<file path="src/design/sac_defs.vh">
// Functional notes
// RQ1 - extra interrupts after fast slide, enabled default
// RQ2 - enable cleared means no extra interrupts
// RQ3 - extras grow with speed, capped by limit
// RQ4 - limit field bits 6-4, default 100b
// RQ5 - half window N, three-quarter N/2, else 1; the code gives N/4 there (limit bit 6), so 0 for a limit below 4
// RQ6 - window field bits 3-2; slower slide none
// RQ7 - window codes 350, 560, 770, 980 ms
// RQ8 - speedup field bits 1-0 shortens repeat
// RQ9 - speed is distinct sensors per 100 ms
// RQ10 - repeat interval table by sensors and code
// RQ11 - fast base repeat: code 11 fixed values
// RQ12 - set bit forces calibration without base
// RQ13 - bit 7 recalibrates all grouped sensors
// RQ14 - bits 6-0 recalibrate channels 7-1
// RQ15 - bit clears itself when routine completes
// RQ16 - completed recalibration replaces base count
// RQ17 - writing zero neither starts nor aborts
// RQ18 - extras use slider alert path, spaced
`ifndef SAC_DEFS_VH
`define SAC_DEFS_VH
// ==========================================================
// register map
`define SAC_ADDR_SPEED_CFG 8'h3E
`define SAC_ADDR_RECAL_CTL 8'h3F
`define SAC_SPEED_CFG_RST 8'hC5
`define SAC_RECAL_CTL_RST 8'h00
`define SAC_READ_NONE 8'h00
// ==========================================================
// field positions
`define SAC_BIT_XIRQ_EN 7
`define SAC_XLIM_HI 6
`define SAC_XLIM_LO 4
`define SAC_WIN_HI 3
`define SAC_WIN_LO 2
`define SAC_SCALE_HI 1
`define SAC_SCALE_LO 0
`define SAC_BIT_GROUP_RECAL 7
`define SAC_RECAL_CHANS 8
// ==========================================================
// timing
`define SAC_CLK_PERIOD_NS 5
`define SAC_MS_NS 1000000
`define SAC_MS_CYCLES 18'h30D40
`define SAC_SPEED_WINDOW_MS 7'h64
`define SAC_WIN0_MS 10'h15E
`define SAC_WIN1_MS 10'h230
`define SAC_WIN2_MS 10'h302
`define SAC_WIN3_MS 10'h3D4
`define SAC_SLIDE_MS_MAX 10'h3FF
`define SAC_RPT_35_MS 8'h23
`define SAC_RPT_70_MS 8'h46
`define SAC_RPT_105_MS 8'h69
`define SAC_RPT_140_MS 8'h8C
`endif

</file>
<file path="src/design/sac_recal_chan.v">
`timescale 1ns/100ps
`include "sac_defs.vh"

// ==========================================================
// one forced recalibration channel
module sac_recal_chan (
   input wire clock,
   input wire nrst,
   input wire setReq,
   input wire calDone,
   output wire pending,
   output wire baseLoad
);

reg pending_r;
reg baseLoad_r;

// pending bit: set wins over completion
always @(posedge clock or negedge nrst) begin
   if (!nrst) begin
      pending_r <= 1'b0;
      baseLoad_r <= 1'b0;
   end else begin
      if (setReq) begin
         pending_r <= 1'b1; // RQ12
      end else if (calDone) begin
         pending_r <= 1'b0; // RQ15
      end
      baseLoad_r <= pending_r & calDone; // RQ16
   end
end

assign pending = pending_r;
assign baseLoad = baseLoad_r;

endmodule

</file>
<file path="src/design/sac_slider_accel.v">
`timescale 1ns/100ps
`include "sac_defs.vh"

// ==========================================================
// slider speed handling and forced recalibration
module sac_slider_accel #(
   parameter [17:0] MS_CYCLES = `SAC_MS_CYCLES
) (
   input wire clock,
   input wire nrst,
   input wire [7:0] regAddr,
   input wire regWrEn,
   input wire [7:0] regWrData,
   output wire [7:0] regRdData,
   input wire cycleTick,
   input wire slideStart,
   input wire slideEnd,
   input wire [6:0] sliderTouch,
   input wire [7:0] sliderBaseRepeat,
   input wire [7:0] calDone,
   output wire extraIrq,
   output wire [7:0] repeatIntervalMs,
   output wire [2:0] sensorCount,
   output wire [7:0] recalRequest,
   output wire [7:0] baseLoad
);

// ==========================================================
// declarations

// register file and read path
reg [7:0] speedCfg_r;
reg [7:0] rdData_r;
reg [7:0] rdData_nxt;
wire xirqEn;
wire [2:0] extraLimit;
wire [1:0] windowCode;
wire [1:0] speedScale;
wire wrSpeed;
wire wrRecal;
wire [7:0] recalPending;

// millisecond time base
reg [17:0] msCnt_r;
reg msTick_r;
wire msWrap;

// slide timing and extra interrupts
reg slideActive_r;
reg [9:0] slideMs_r;
reg [2:0] extrasLeft_r;
reg [2:0] extrasLeft_nxt;
reg extraIrq_r;
reg [9:0] windowMs;
reg [2:0] earned;
wire [11:0] slide4;
wire [11:0] win2;
wire [11:0] win3;
wire [11:0] win4;
wire slideDone;
wire issueExtra;

// speed window and repeat interval
reg [6:0] winCnt_r;
reg [6:0] seenMask_r;
reg [2:0] sensorCount_r;
reg [7:0] repeatMs_r;
reg [7:0] repeatMs_nxt;
wire winEnd;
wire [6:0] seenNow;
wire [2:0] seenSum [0:7];

// ==========================================================
// register access

// write strobes per register
assign wrSpeed = regWrEn && (regAddr == `SAC_ADDR_SPEED_CFG);
assign wrRecal = regWrEn && (regAddr == `SAC_ADDR_RECAL_CTL);

// fields are used straight from the register, no shadow
// configuration register
always @(posedge clock or negedge nrst) begin
   if (!nrst) begin
      speedCfg_r <= `SAC_SPEED_CFG_RST; // RQ1 RQ4 RQ6 RQ8
   end else if (wrSpeed) begin
      speedCfg_r <= regWrData;
   end
end

// configuration fields
assign xirqEn = speedCfg_r[`SAC_BIT_XIRQ_EN];
assign extraLimit = speedCfg_r[`SAC_XLIM_HI:`SAC_XLIM_LO];
assign windowCode = speedCfg_r[`SAC_WIN_HI:`SAC_WIN_LO];
assign speedScale = speedCfg_r[`SAC_SCALE_HI:`SAC_SCALE_LO];

// read data mux, unmapped reads as zero
// a pending recal bit reads one until its routine ends
always @* begin
   if (regAddr == `SAC_ADDR_SPEED_CFG) begin
      rdData_nxt = speedCfg_r;
   end else if (regAddr == `SAC_ADDR_RECAL_CTL) begin
      rdData_nxt = recalPending; // RQ17
   end else begin
      rdData_nxt = `SAC_READ_NONE;
   end
end

// read data register, one cycle behind address
always @(posedge clock or negedge nrst) begin
   if (!nrst) begin
      rdData_r <= `SAC_READ_NONE;
   end else begin
      rdData_r <= rdData_nxt;
   end
end

// ==========================================================
// forced recalibration channels

// bit 7 is the group, bits 6..0 channels 7..1
// a write of zero leaves a pending channel running
genvar gi;
generate
   for (gi = 0; gi < `SAC_RECAL_CHANS; gi = gi + 1) begin : gRecal
      sac_recal_chan uChan (
         .clock(clock),
         .nrst(nrst),
         .setReq(wrRecal & regWrData[gi]), // RQ13 RQ14 RQ17
         .calDone(calDone[gi]),
         .pending(recalPending[gi]),
         .baseLoad(baseLoad[gi])
      );
   end
endgenerate

// ==========================================================
// millisecond time base

// wrap flag for the divider
assign msWrap = (msCnt_r == (MS_CYCLES - 18'h00001));

// divider from the core clock to one millisecond
// free-running, so slide time and speed share one time base
always @(posedge clock or negedge nrst) begin
   if (!nrst) begin
      msCnt_r <= 18'h00000;
      msTick_r <= 1'b0;
   end else begin
      if (msWrap) begin
         msCnt_r <= 18'h00000;
      end else begin
         msCnt_r <= msCnt_r + 18'h00001;
      end
      msTick_r <= msWrap;
   end
end

// ==========================================================
// slide time measurement

// slide timer in ms, saturates at 1023, just past the longest window of 980
// saturation keeps a very slow slide from wrapping to a fast one
always @(posedge clock or negedge nrst) begin
   if (!nrst) begin
      slideActive_r <= 1'b0;
      slideMs_r <= 10'h000;
   end else begin
      if (slideStart) begin
         slideActive_r <= 1'b1;
         slideMs_r <= 10'h000;
      end else if (slideEnd) begin
         slideActive_r <= 1'b0;
      end else if (slideActive_r && msTick_r) begin
         if (slideMs_r != `SAC_SLIDE_MS_MAX) begin
            slideMs_r <= slideMs_r + 10'h001;
         end
      end
   end
end

// window length for the selected code
// window lengths are whole milliseconds
always @* begin
   case (windowCode)
      2'b00: windowMs = `SAC_WIN0_MS; // RQ7
      2'b01: windowMs = `SAC_WIN1_MS; // RQ7
      2'b10: windowMs = `SAC_WIN2_MS; // RQ7
      default: windowMs = `SAC_WIN3_MS; // RQ7
   endcase
end

// fractions compared as multiples of four, no division
assign slide4 = {slideMs_r, 2'b00};
assign win2 = {1'b0, windowMs, 1'b0};
assign win3 = win2 + {2'b00, windowMs};
assign win4 = {windowMs, 2'b00};

// extras earned by the slide just ended
// a slide time on the half or three-quarter boundary falls in the longer bin, one at the full window in the shorter
always @* begin
   if (slide4 < win2) begin
      earned = extraLimit; // RQ5 RQ3
   end else if (slide4 < win3) begin
      earned = {1'b0, extraLimit[2:1]}; // RQ5
   end else if (slide4 <= win4) begin
      earned = {2'b00, extraLimit[2]}; // RQ5
   end else begin
      earned = 3'b000; // RQ6
   end
end

// ==========================================================
// extra interrupt issue

// a slide end counts only while a slide is in progress
assign slideDone = slideEnd && slideActive_r;

// reload wins over a tick, so no extra comes from a stale count
assign issueExtra = xirqEn && cycleTick && !slideDone &&
                    (extrasLeft_r != 3'b000); // RQ18 RQ2

// load on slide end, one extra per measurement cycle
always @* begin
   extrasLeft_nxt = extrasLeft_r;
   if (!xirqEn) begin
      extrasLeft_nxt = 3'b000; // RQ2
   end else if (slideDone) begin
      extrasLeft_nxt = earned; // RQ1 RQ4
   end else if (issueExtra) begin
      extrasLeft_nxt = extrasLeft_r - 3'b001; // RQ18
   end
end

// pulse on the slider alert path
// registered so the alert path sees a clean pulse
always @(posedge clock or negedge nrst) begin
   if (!nrst) begin
      extrasLeft_r <= 3'b000;
      extraIrq_r <= 1'b0;
   end else begin
      extrasLeft_r <= extrasLeft_nxt;
      extraIrq_r <= issueExtra; // RQ18 RQ2
   end
end

// ==========================================================
// slide speed over a 100 ms window

// window end and the sensors seen so far
// a sensor touched in the closing cycle still counts
assign winEnd = msTick_r &&
                (winCnt_r == (`SAC_SPEED_WINDOW_MS - 7'h01));
assign seenNow = seenMask_r | sliderTouch;

// running count of the sensors seen, one adder per sensor
genvar gs;
assign seenSum[0] = 3'b000;
generate
   for (gs = 0; gs < 7; gs = gs + 1) begin : gCount
      assign seenSum[gs + 1] = seenSum[gs] + {2'b00, seenNow[gs]};
   end
endgenerate

// distinct sensors touched per window
always @(posedge clock or negedge nrst) begin
   if (!nrst) begin
      winCnt_r <= 7'h00;
      seenMask_r <= 7'h00;
      sensorCount_r <= 3'b000;
   end else begin
      if (winEnd) begin
         winCnt_r <= 7'h00;
         seenMask_r <= 7'h00;
         sensorCount_r <= seenSum[7]; // RQ9
      end else begin
         if (msTick_r) begin
            winCnt_r <= winCnt_r + 7'h01;
         end
         seenMask_r <= seenNow; // RQ9
      end
   end
end

// ==========================================================
// repeat interval selection

// interval by sensor count and speedup code
// no sensor or one keeps the normal slider repeat
always @* begin
   repeatMs_nxt = sliderBaseRepeat;
   if (sensorCount_r >= 3'd5) begin
      repeatMs_nxt = `SAC_RPT_35_MS; // RQ10
   end else if ((speedScale == 2'b11) &&
                (sliderBaseRepeat <= `SAC_RPT_105_MS) &&
                (sensorCount_r >= 3'd2)) begin
      case (sensorCount_r)
         3'd2: repeatMs_nxt = `SAC_RPT_140_MS; // RQ11
         3'd3: repeatMs_nxt = `SAC_RPT_105_MS; // RQ11
         default: repeatMs_nxt = `SAC_RPT_70_MS; // RQ11
      endcase
   end else if (sensorCount_r == 3'd4) begin
      if (speedScale == 2'b11) begin
         repeatMs_nxt = `SAC_RPT_70_MS; // RQ10 RQ8
      end else begin
         repeatMs_nxt = `SAC_RPT_35_MS; // RQ10
      end
   end else if (sensorCount_r == 3'd3) begin
      case (speedScale)
         2'b10: repeatMs_nxt = `SAC_RPT_70_MS; // RQ10
         2'b11: repeatMs_nxt = `SAC_RPT_105_MS; // RQ10
         default: repeatMs_nxt = `SAC_RPT_35_MS; // RQ10
      endcase
   end else if (sensorCount_r == 3'd2) begin
      case (speedScale)
         2'b00: repeatMs_nxt = `SAC_RPT_35_MS; // RQ10
         2'b01: repeatMs_nxt = `SAC_RPT_70_MS; // RQ10
         2'b10: repeatMs_nxt = `SAC_RPT_105_MS; // RQ10
         default: repeatMs_nxt = `SAC_RPT_140_MS; // RQ10
      endcase
   end
end

// registered interval for the repeat logic
// resets to the fastest interval, then follows the selection from the next cycle
always @(posedge clock or negedge nrst) begin
   if (!nrst) begin
      repeatMs_r <= `SAC_RPT_35_MS;
   end else begin
      repeatMs_r <= repeatMs_nxt;
   end
end

// ==========================================================
// outputs
assign regRdData = rdData_r;
assign extraIrq = extraIrq_r;
assign repeatIntervalMs = repeatMs_r;
assign sensorCount = sensorCount_r;

// recalibration state comes from the channel flip-flops
assign recalRequest = recalPending;

endmodule

</file>
<file path="config.mk">
export PLATFORM = sky130hd
export DESIGN_NAME = sac_slider_accel
export DESIGN_NICKNAME = d
export VERILOG_FILES = /design/src/design/sac_recal_chan.v /design/src/design/sac_slider_accel.v
export VERILOG_INCLUDE_DIRS = /design/src /design/src/design
export SDC_FILE = /design/constraint.sdc
export NUM_CORES = 1
export LEC_CHECK = 0
export ABC_AREA = 1
export BUFFER_PORTS_ARGS = -buffer_cell sky130_fd_sc_hd__buf_2
export CORE_UTILIZATION = 25
export CTS_CLUSTER_DIAMETER = 120
export CTS_CLUSTER_SIZE = 24
export DETAILED_ROUTE_END_ITERATION = 10
export SLEW_MARGIN = 40
export SYNTH_ARGS = -nofsm -noshare
export SYNTH_HDL_FRONTEND = slang
export SYNTH_SLANG_ARGS = --single-unit
</file>
<file path="constraint.sdc">
create_clock -name clock -period 3.3 [get_ports clock]
set_input_delay 0.66 -clock clock [delete_from_list [all_inputs] [get_ports clock]]
set_output_delay 0.66 -clock clock [all_outputs]
set_load 0.05 [all_outputs]
</file>
==> reports/results.ini, run 1 <==
[setup_path]
critPathCaptureType=flop
regToRegStartpoint=speedCfg_r[2]$_DFFE_PN1P_
path_common_cell=sky130_fd_sc_hd__nand2_1
crit_type=reg -> reg
reg2regPathDepth=15
arrival_ns=3.05
path_buf_inv=1
r2r_end=extrasLeft_r[0]$_DFFE_PN0P_
crit_chain=inv_1, ha_1, mux2_2, ha_1, a21o_1, nor2_1, nand2_1, nor2_1, nor2_1, nand2_1, nand2_1, nand2_1, nand2_1, nand2_1, nand2_1
critPathLaunchType=flop
cp_slowest_cell=sky130_fd_sc_hd__dfstp_2
worst_ep_required_time_ns=3.53
r2r_setup_slack_ns=0.49
cp_top_family=adder cells
crit_path_largest_cell_delay_ns=0.57
crit_path_max_fanout=9

[global_route]
grtUsageTotal_pct=11.0
grt_first_pass_wirelength_um=19800
grt_max_degree=54
grt.overflow.total=0
number_of_antenna_violations_at_the_first_check_in_global_routing=1
via_count_of_the_first_global_routing_pass=4160

[yosys]
synth_edf_count=0
synth_cell_type_count=47
post-synth-top-area-fraction_pct=38.6
netlist_area_before_placement_sq_mm=0.00544
synth-seq-area-share_pct=42.0
synth-warning-count=0
most_numerous_cell_in_the_yosys_netlist=sky130_fd_sc_hd__nand2_1
synth_top_cells_by_count=sky130_fd_sc_hd__nand2_1 (140), sky130_fd_sc_hd__inv_1 (110), sky130_fd_sc_hd__dfrtp_1 (84)
postSynth.topFlopCell=sky130_fd_sc_hd__dfrtp_1
yosys-top-cells-area=sky130_fd_sc_hd__dfrtp_1 (39%), sky130_fd_sc_hd__ha_1 (10%), sky130_fd_sc_hd__nand2_1 (9.7%)
post_synth_inst_count=659
synth.net_count=752
postSynthAreaPerCell_sq_um=8.25
post-synth-top-area-cell=sky130_fd_sc_hd__dfrtp_1
postSynth.asyncResetShare_pct=100
postSynthRegisterBits=91

[clocking]
clkSlewWorstSetupHoldPaths_ns=0.07
cts.htree.levels=3
cts_repair_resize_count=0
clock_path_buffers=2
cts.sinks=91
clk-insertion-delay-late_ns=0.34
cts_buffers=9
cts_hold_buf=0
cts_setup_buffers=0
clockRootBuffer=sky130_fd_sc_hd__clkbuf_16
cts_tree=yes

[finish]
multi_input_area_sq_mm=0.00259
antenna_cells=0
fillCellCount=2223
seqCellArea_sq_mm=0.00229
drive_above_1_share_pct=17.6
nNetsFinal=826
layout.cells.non_filler=1013
syn2layout_area_growth_pct=17.1

[route]
drt-wirelength-per-cell_um=11.6
num_vias=4316
drt_iter0_drc=230
postRouteWirelength_um=11800
detail-route-antenna-nets=0
drcViolationCount=0
drt_pass1_iterations=5
viasPerCell=4.26

[placement]
place.detailed.instances=997
gp_congestion=0.848
placement.io_buffers=80
dp_worst_setup_slack_ns=0.182
post-dp-hpwl_um=9130

[timing]
finalMaxSlewViolations=0
skew_ns=0.00582
timing.slew.headroom_pct=56.7
final.period_utilization_pct=85.2
timing_hold_violations_final=0
worstMarginPinSlew_ns=0.648
max_freq_mhz=356
hold_slack_ns=0.289
grt_setup_unrepaired=no
setup_viol_count_final=0
totalNegativeSetupSlack_ns=0
period_minus_slack_ns=2.81
finalWorstSetupSlack_ns=0.489

[outcome]
outcome=finished clean

[min_path]
hp-class=in -> async

[pwr]
pwr_density_cell_mw_per_mm2=384
leakage_nw=3.32
power_w=0.00245
power.ir.vdd_worst_v=0.000225

[die]
core_area_sq_mm=0.0212
die_h_um=150
initial_core_util_pct=25.7
die-area_sq_mm=0.0224
floorplan.die.width_um=150
floorplan.rows=53
io-pin-count=81

[flow_run]
max_cap_viol_count=0

[worst reg2reg max path: cells and delay by family (launching register included)]
family	cells	cell delay, ns
buffers and inverters	1	0.17
and+or+nand+nor	10	0.65
muxes	1	0.37
adders and majority gates	2	0.79
DFF	1	0.57
AOI/OAI and AO/OA	1	0.16
[per-layer routing]
metal	global-route usage [%]	share of wire, %
met1	14.5	49
met2	18.1	47
met3	2.96	3.9
met4	2.24	0.73
met5	0	0.11
[worst max-delay path by stage]
stage | slack [ns] | startpoint | depth (start not counted) | end
detailed placement | 0.18 | sliderTouch[0] | 9 | sensorCount[1]$_DFFE_PN0P_
global route | 0.23 | speedCfg_r[2]$_DFFE_PN1P_ | 16 | extrasLeft_r[0]$_DFFE_PN0P_
CTS | 0.48 | speedCfg_r[2]$_DFFE_PN1P_ | 15 | extrasLeft_r[0]$_DFFE_PN0P_
finish | 0.49 | speedCfg_r[2]$_DFFE_PN1P_ | 15 | extrasLeft_r[0]$_DFFE_PN0P_
global placement | 0.24 | sliderTouch[0] | 9 | sensorCount[1]$_DFFE_PN0P_
floorplan | 0.40 | sliderTouch[0] | 8 | sensorCount[1]$_DFFE_PN0P_
[registers in the layout (all words and copies together), names as in the netlist]
register	count
msCnt_r	18
seenMask_r	7
slideActive_r	1
gRecal.uChan.pending	8
msTick_r	1
extraIrq	1
winCnt_r	7
gRecal.uChan.baseLoad	8
sensorCount	3
speedCfg_r	8
extrasLeft_r	3
slideMs_r	10
regRdData	8
repeatIntervalMs	8
[layout by cell type (no fill, tap or decap), types with 4 or more instances in the layout]
cell,instances
sky130_fd_sc_hd__a21oi_1,30
sky130_fd_sc_hd__buf_2,79
sky130_fd_sc_hd__clkbuf_16,9
sky130_fd_sc_hd__dfrtp_1,84
sky130_fd_sc_hd__dfstp_2,7
sky130_fd_sc_hd__fa_1,4
sky130_fd_sc_hd__ha_1,44
sky130_fd_sc_hd__inv_1,110
sky130_fd_sc_hd__nand2_1,140
sky130_fd_sc_hd__nand2_2,4
sky130_fd_sc_hd__nand3_1,30
sky130_fd_sc_hd__nand4_1,9
sky130_fd_sc_hd__nor2_1,54
sky130_fd_sc_hd__nor3_1,10
sky130_fd_sc_hd__o21ai_0,43
sky130_fd_sc_hd__o22ai_1,8
sky130_fd_sc_hd__xor2_1,13
[stage by stage]
stage / util (%) / instance area [sq um]
2_1_floorplan: - / 5440
3_3_place_gp: 28.7 / 6080
3_5_place_dp: 28.7 / 6080
4_1_cts: 30.1 / 6370
5_1_grt: 30.1 / 6370
6_report: 30.1 / 6370
[final cells by class]
cell class | count | share of cell area, %
clock buffer | 13 | 4.24
clock inverter | 3 | 0.334
inverter | 114 | 6.72
multi-input combinational | 435 | 40.7
sequential | 91 | 35.9
tap | 275 | 5.40
timing repair buffer | 82 | 6.76
[power breakdown]
group	switching [W]	internal [W]
sequential	0.0000198	0.00115
combinational	0.000167	0.0000985
clock	0.000438	0.000574
total	0.000625	0.00182
[cell families (layout without fill, tap and decap cells)]
group / count (synthesis) / after routing / synth area share (%)
AO/OA/AOI/OAI: 97 / 97 / 10.1
XOR/XNOR: 15 / 15 / 2.42
adder cells (fa/ha/maj): 48 / 48 / 11.6
buffers and inverters: 133 / 212 / 10.4
flip-flops: 91 / 91 / 42.0
multiplexers: 1 / 1 / 0.207
AND/OR/NAND/NOR: 274 / 274 / 23.3
Power figures use the tool's default switching activity.
==> inputs of run 2 (changes only) <==
- CELL_PAD_IN_SITES_DETAIL_PLACEMENT: unset -> 2
- CELL_PAD_IN_SITES_GLOBAL_PLACEMENT: unset -> 2
- CORE_MARGIN: unset -> 4
- PLACE_DENSITY_LB_ADDON: unset -> 0.1
==> reports/results.ini, run 2 (synthesis gave the netlist of run 1 again) <==
[finish]
mostFrequentLayoutCells=sky130_fd_sc_hd__nand2_1 (140), sky130_fd_sc_hd__inv_1 (110), sky130_fd_sc_hd__dfrtp_1 (84), sky130_fd_sc_hd__buf_2 (79), sky130_fd_sc_hd__nor2_1 (54)  ; unchanged
regMostFlops=msCnt_r  ; unchanged
largest_register_ffs=18  ; unchanged
nNetsFinal=827  ; was 826
fillCellCount=2502  ; was 2,223
top_regs=msCnt_r x18, slideMs_r x10  ; unchanged
multi_input_area_sq_mm=0.00259  ; unchanged
seqCellArea_sq_mm=0.00229  ; unchanged
antenna_cells=0  ; unchanged
most_frequent_standard_cell_in_the_layout_excluding_fill_and_tap_cells=sky130_fd_sc_hd__nand2_1  ; unchanged
drive_above_1_share_pct=17.7  ; was 17.6%
syn2layout_area_growth_pct=17.6  ; was 17.1%

[die]
core_area_sq_mm=0.0212  ; about the same
floorplan.rows=53  ; unchanged
floorplan.die.width_um=156  ; was 150 um
die-area_sq_mm=0.0242  ; was 0.0224 sq mm
io-pin-count=81  ; unchanged
die_h_um=156  ; was 150 um
initial_core_util_pct=25.6  ; was 25.7%

[route]
drt-wirelength-per-cell_um=15.6  ; was 11.6 um
drcViolationCount=0  ; unchanged
detail-route-antenna-nets=0  ; unchanged
postRouteWirelength_um=15800  ; was 11,800 um
drt_iter0_drc=126  ; was 230
num_vias=4598  ; was 4,316
viasPerCell=4.53  ; was 4.26
drt_pass1_iterations=4  ; was 5

[flow_run]
max_cap_viol_count=0  ; unchanged

[timing]
timing_hold_violations_final=0  ; unchanged
totalNegativeSetupSlack_ns=0  ; unchanged
period_minus_slack_ns=2.77  ; was 2.81 ns
final.period_utilization_pct=83.8  ; was 85.2%
max_freq_mhz=361  ; was 356 MHz
finalMaxSlewViolations=0  ; unchanged
grt_setup_unrepaired=no  ; unchanged
skew_ns=0.00682  ; was 0.00582 ns
setup_viol_count_final=0  ; unchanged
worstMarginPinSlew_ns=0.667  ; was 0.648 ns
timing.slew.headroom_pct=55.4  ; was 56.7%

[setup_path]
path_common_cell=sky130_fd_sc_hd__nand2_1  ; unchanged
cp_top_family=simple AND/OR/NAND/NOR gates  ; was adder cells
crit_path_max_fanout=7  ; was 9
crit_chain=inv_1, ha_1, mux2_2, ha_1, a21o_1, nor2_1, nand2_1, nor2_1, nor2_1, nand2_1, nand2_1, nand2_1, nand2_1, nand2_1, nand2_1  ; unchanged
critPathLaunchType=flop  ; unchanged
path_buf_inv=1  ; unchanged
critPathCaptureType=flop  ; unchanged
worst_ep_required_time_ns=3.53  ; about the same
cp_slowest_cell=sky130_fd_sc_hd__dfstp_2  ; unchanged
crit_path_largest_cell_delay_ns=0.57  ; about the same
arrival_ns=3.00  ; was 3.05 ns
crit_type=reg -> reg  ; unchanged

[clocking]
cts_hold_buf=0  ; unchanged
cts_tree=yes  ; unchanged
clk-insertion-delay-late_ns=0.34  ; about the same
clkSlewWorstSetupHoldPaths_ns=0.07  ; about the same
cts.htree.levels=3  ; unchanged
cts_setup_buffers=0  ; unchanged
clock_path_buffers=2  ; unchanged
cts_repair_resize_count=0  ; unchanged
cts.sinks=91  ; unchanged
cts_buffers=9  ; unchanged
clockRootBuffer=sky130_fd_sc_hd__clkbuf_16  ; unchanged

[global_route]
grtUsageMet2_pct=24.1  ; was 18.1%
met1_track_demand_over_resource_pct=16.9  ; was 14.5%
grtUsageTotal_pct=13.5  ; was 11.0%
grt_first_pass_wirelength_um=26500  ; was 19,800 um
met3_usage_pct=2.20  ; was 2.96%
via_count_of_the_first_global_routing_pass=5231  ; was 4,160
grt_max_degree=47  ; was 54
number_of_antenna_violations_at_the_first_check_in_global_routing=0  ; was 1
grt.overflow.total=0  ; unchanged
grt-busiest-layer=met2  ; unchanged

[pwr]
leakage_nw=3.33  ; was 3.32 nW
power_w=0.00255  ; was 0.00245 W
power.ir.vdd_worst_v=0.000188  ; was 0.000225 V
pwr_density_cell_mw_per_mm2=399  ; was 384 mW/mm^2

[placement]
post-dp-hpwl_um=12600  ; was 9130 um
gp_congestion=0.784  ; was 0.848
placement.io_buffers=80  ; unchanged

[min_path]
hp-class=in -> async  ; unchanged

[outcome]
outcome=finished clean  ; unchanged

## run 2: cell count changes in the layout (fill, tap and decap cells not counted), sizes merged
cell / previous run / this run
buf: 82 / 83
bufinv: 0 / 1
clkbuf: 13 / 12
clkinv: 3 / 1
inv: 113 / 115
## run 2: cell type report
class	instances	share of cell area, %
inverter	114	6.69
multi-input combinational	435	40.5
tap	275	5.38
clock buffer	12	4.01
clock inverter	4	0.861
sequential	91	35.7
timing repair buffer	83	6.85
## run 2: final timing paths
check	to	slack, ns	start	cells past startpoint
worst max-delay path	extrasLeft_r[0]$_DFFE_PN0P_	0.53	speedCfg_r[2]$_DFFE_PN1P_	15
worst min-delay path	slideMs_r[4]$_DFFE_PN0P_	0.32	nrst	1
worst max register to register	extrasLeft_r[0]$_DFFE_PN0P_	0.53	speedCfg_r[2]$_DFFE_PN1P_	15
worst min register to register	repeatIntervalMs[4]$_DFF_PN0_	0.47	sensorCount[2]$_DFFE_PN0P_	1
max in group asynchronous	seenMask_r[0]$_DFF_PN0_	2.29	nrst	2
min in group clock	repeatIntervalMs[4]$_DFF_PN0_	0.47	sensorCount[2]$_DFFE_PN0P_	1
## run 2: worst reg2reg max path: stages, from the launching register on
cell and delay, ns:
sky130_fd_sc_hd__dfstp_2 0.57, sky130_fd_sc_hd__inv_1 0.07, sky130_fd_sc_hd__ha_1 0.45, sky130_fd_sc_hd__mux2_2 0.38
sky130_fd_sc_hd__ha_1 0.29, sky130_fd_sc_hd__a21o_1 0.16, sky130_fd_sc_hd__nor2_1 0.10, sky130_fd_sc_hd__nand2_1 0.06
sky130_fd_sc_hd__nor2_1 0.20, sky130_fd_sc_hd__nor2_1 0.07, sky130_fd_sc_hd__nand2_1 0.07, sky130_fd_sc_hd__nand2_1 0.05
sky130_fd_sc_hd__nand2_1 0.05, sky130_fd_sc_hd__nand2_1 0.05, sky130_fd_sc_hd__nand2_1 0.05, sky130_fd_sc_hd__nand2_1 0.04
## run 2: stage by stage
step                instance area, sq um  setup slack [ns]  cells  hold slack, ns  utilization, %
detailed placement                  6090             0.192    998           0.447            28.7
floorplan                           5440             0.402    659           0.364               -
global placement                    6090             0.240    998           0.458            28.7
CTS                                 6400             0.505   1014           0.354            30.1
global route                        6400             0.180   1014           0.373            30.1
finish                              6400             0.533   1014           0.321            30.1
## run 2: per-layer routing
metal	vias to the layer above	part of all wire, %	routed length [um]
met2	38	52	8220
met4	0	0.91	144
li1	2246	-	-
met3	7	2.0	320
met1	2307	45	7120
met5	-	0	0
## run 2: report_power, final
| part | internal [W] | total, W | switching (W) |
|---|---|---|---|
| Clock | 0.000636 | 0.00110 | 0.000467 |
| Sequential | 0.00115 | 0.00117 | 0.0000216 |
| Combinational | 0.000101 | 0.000281 | 0.000180 |
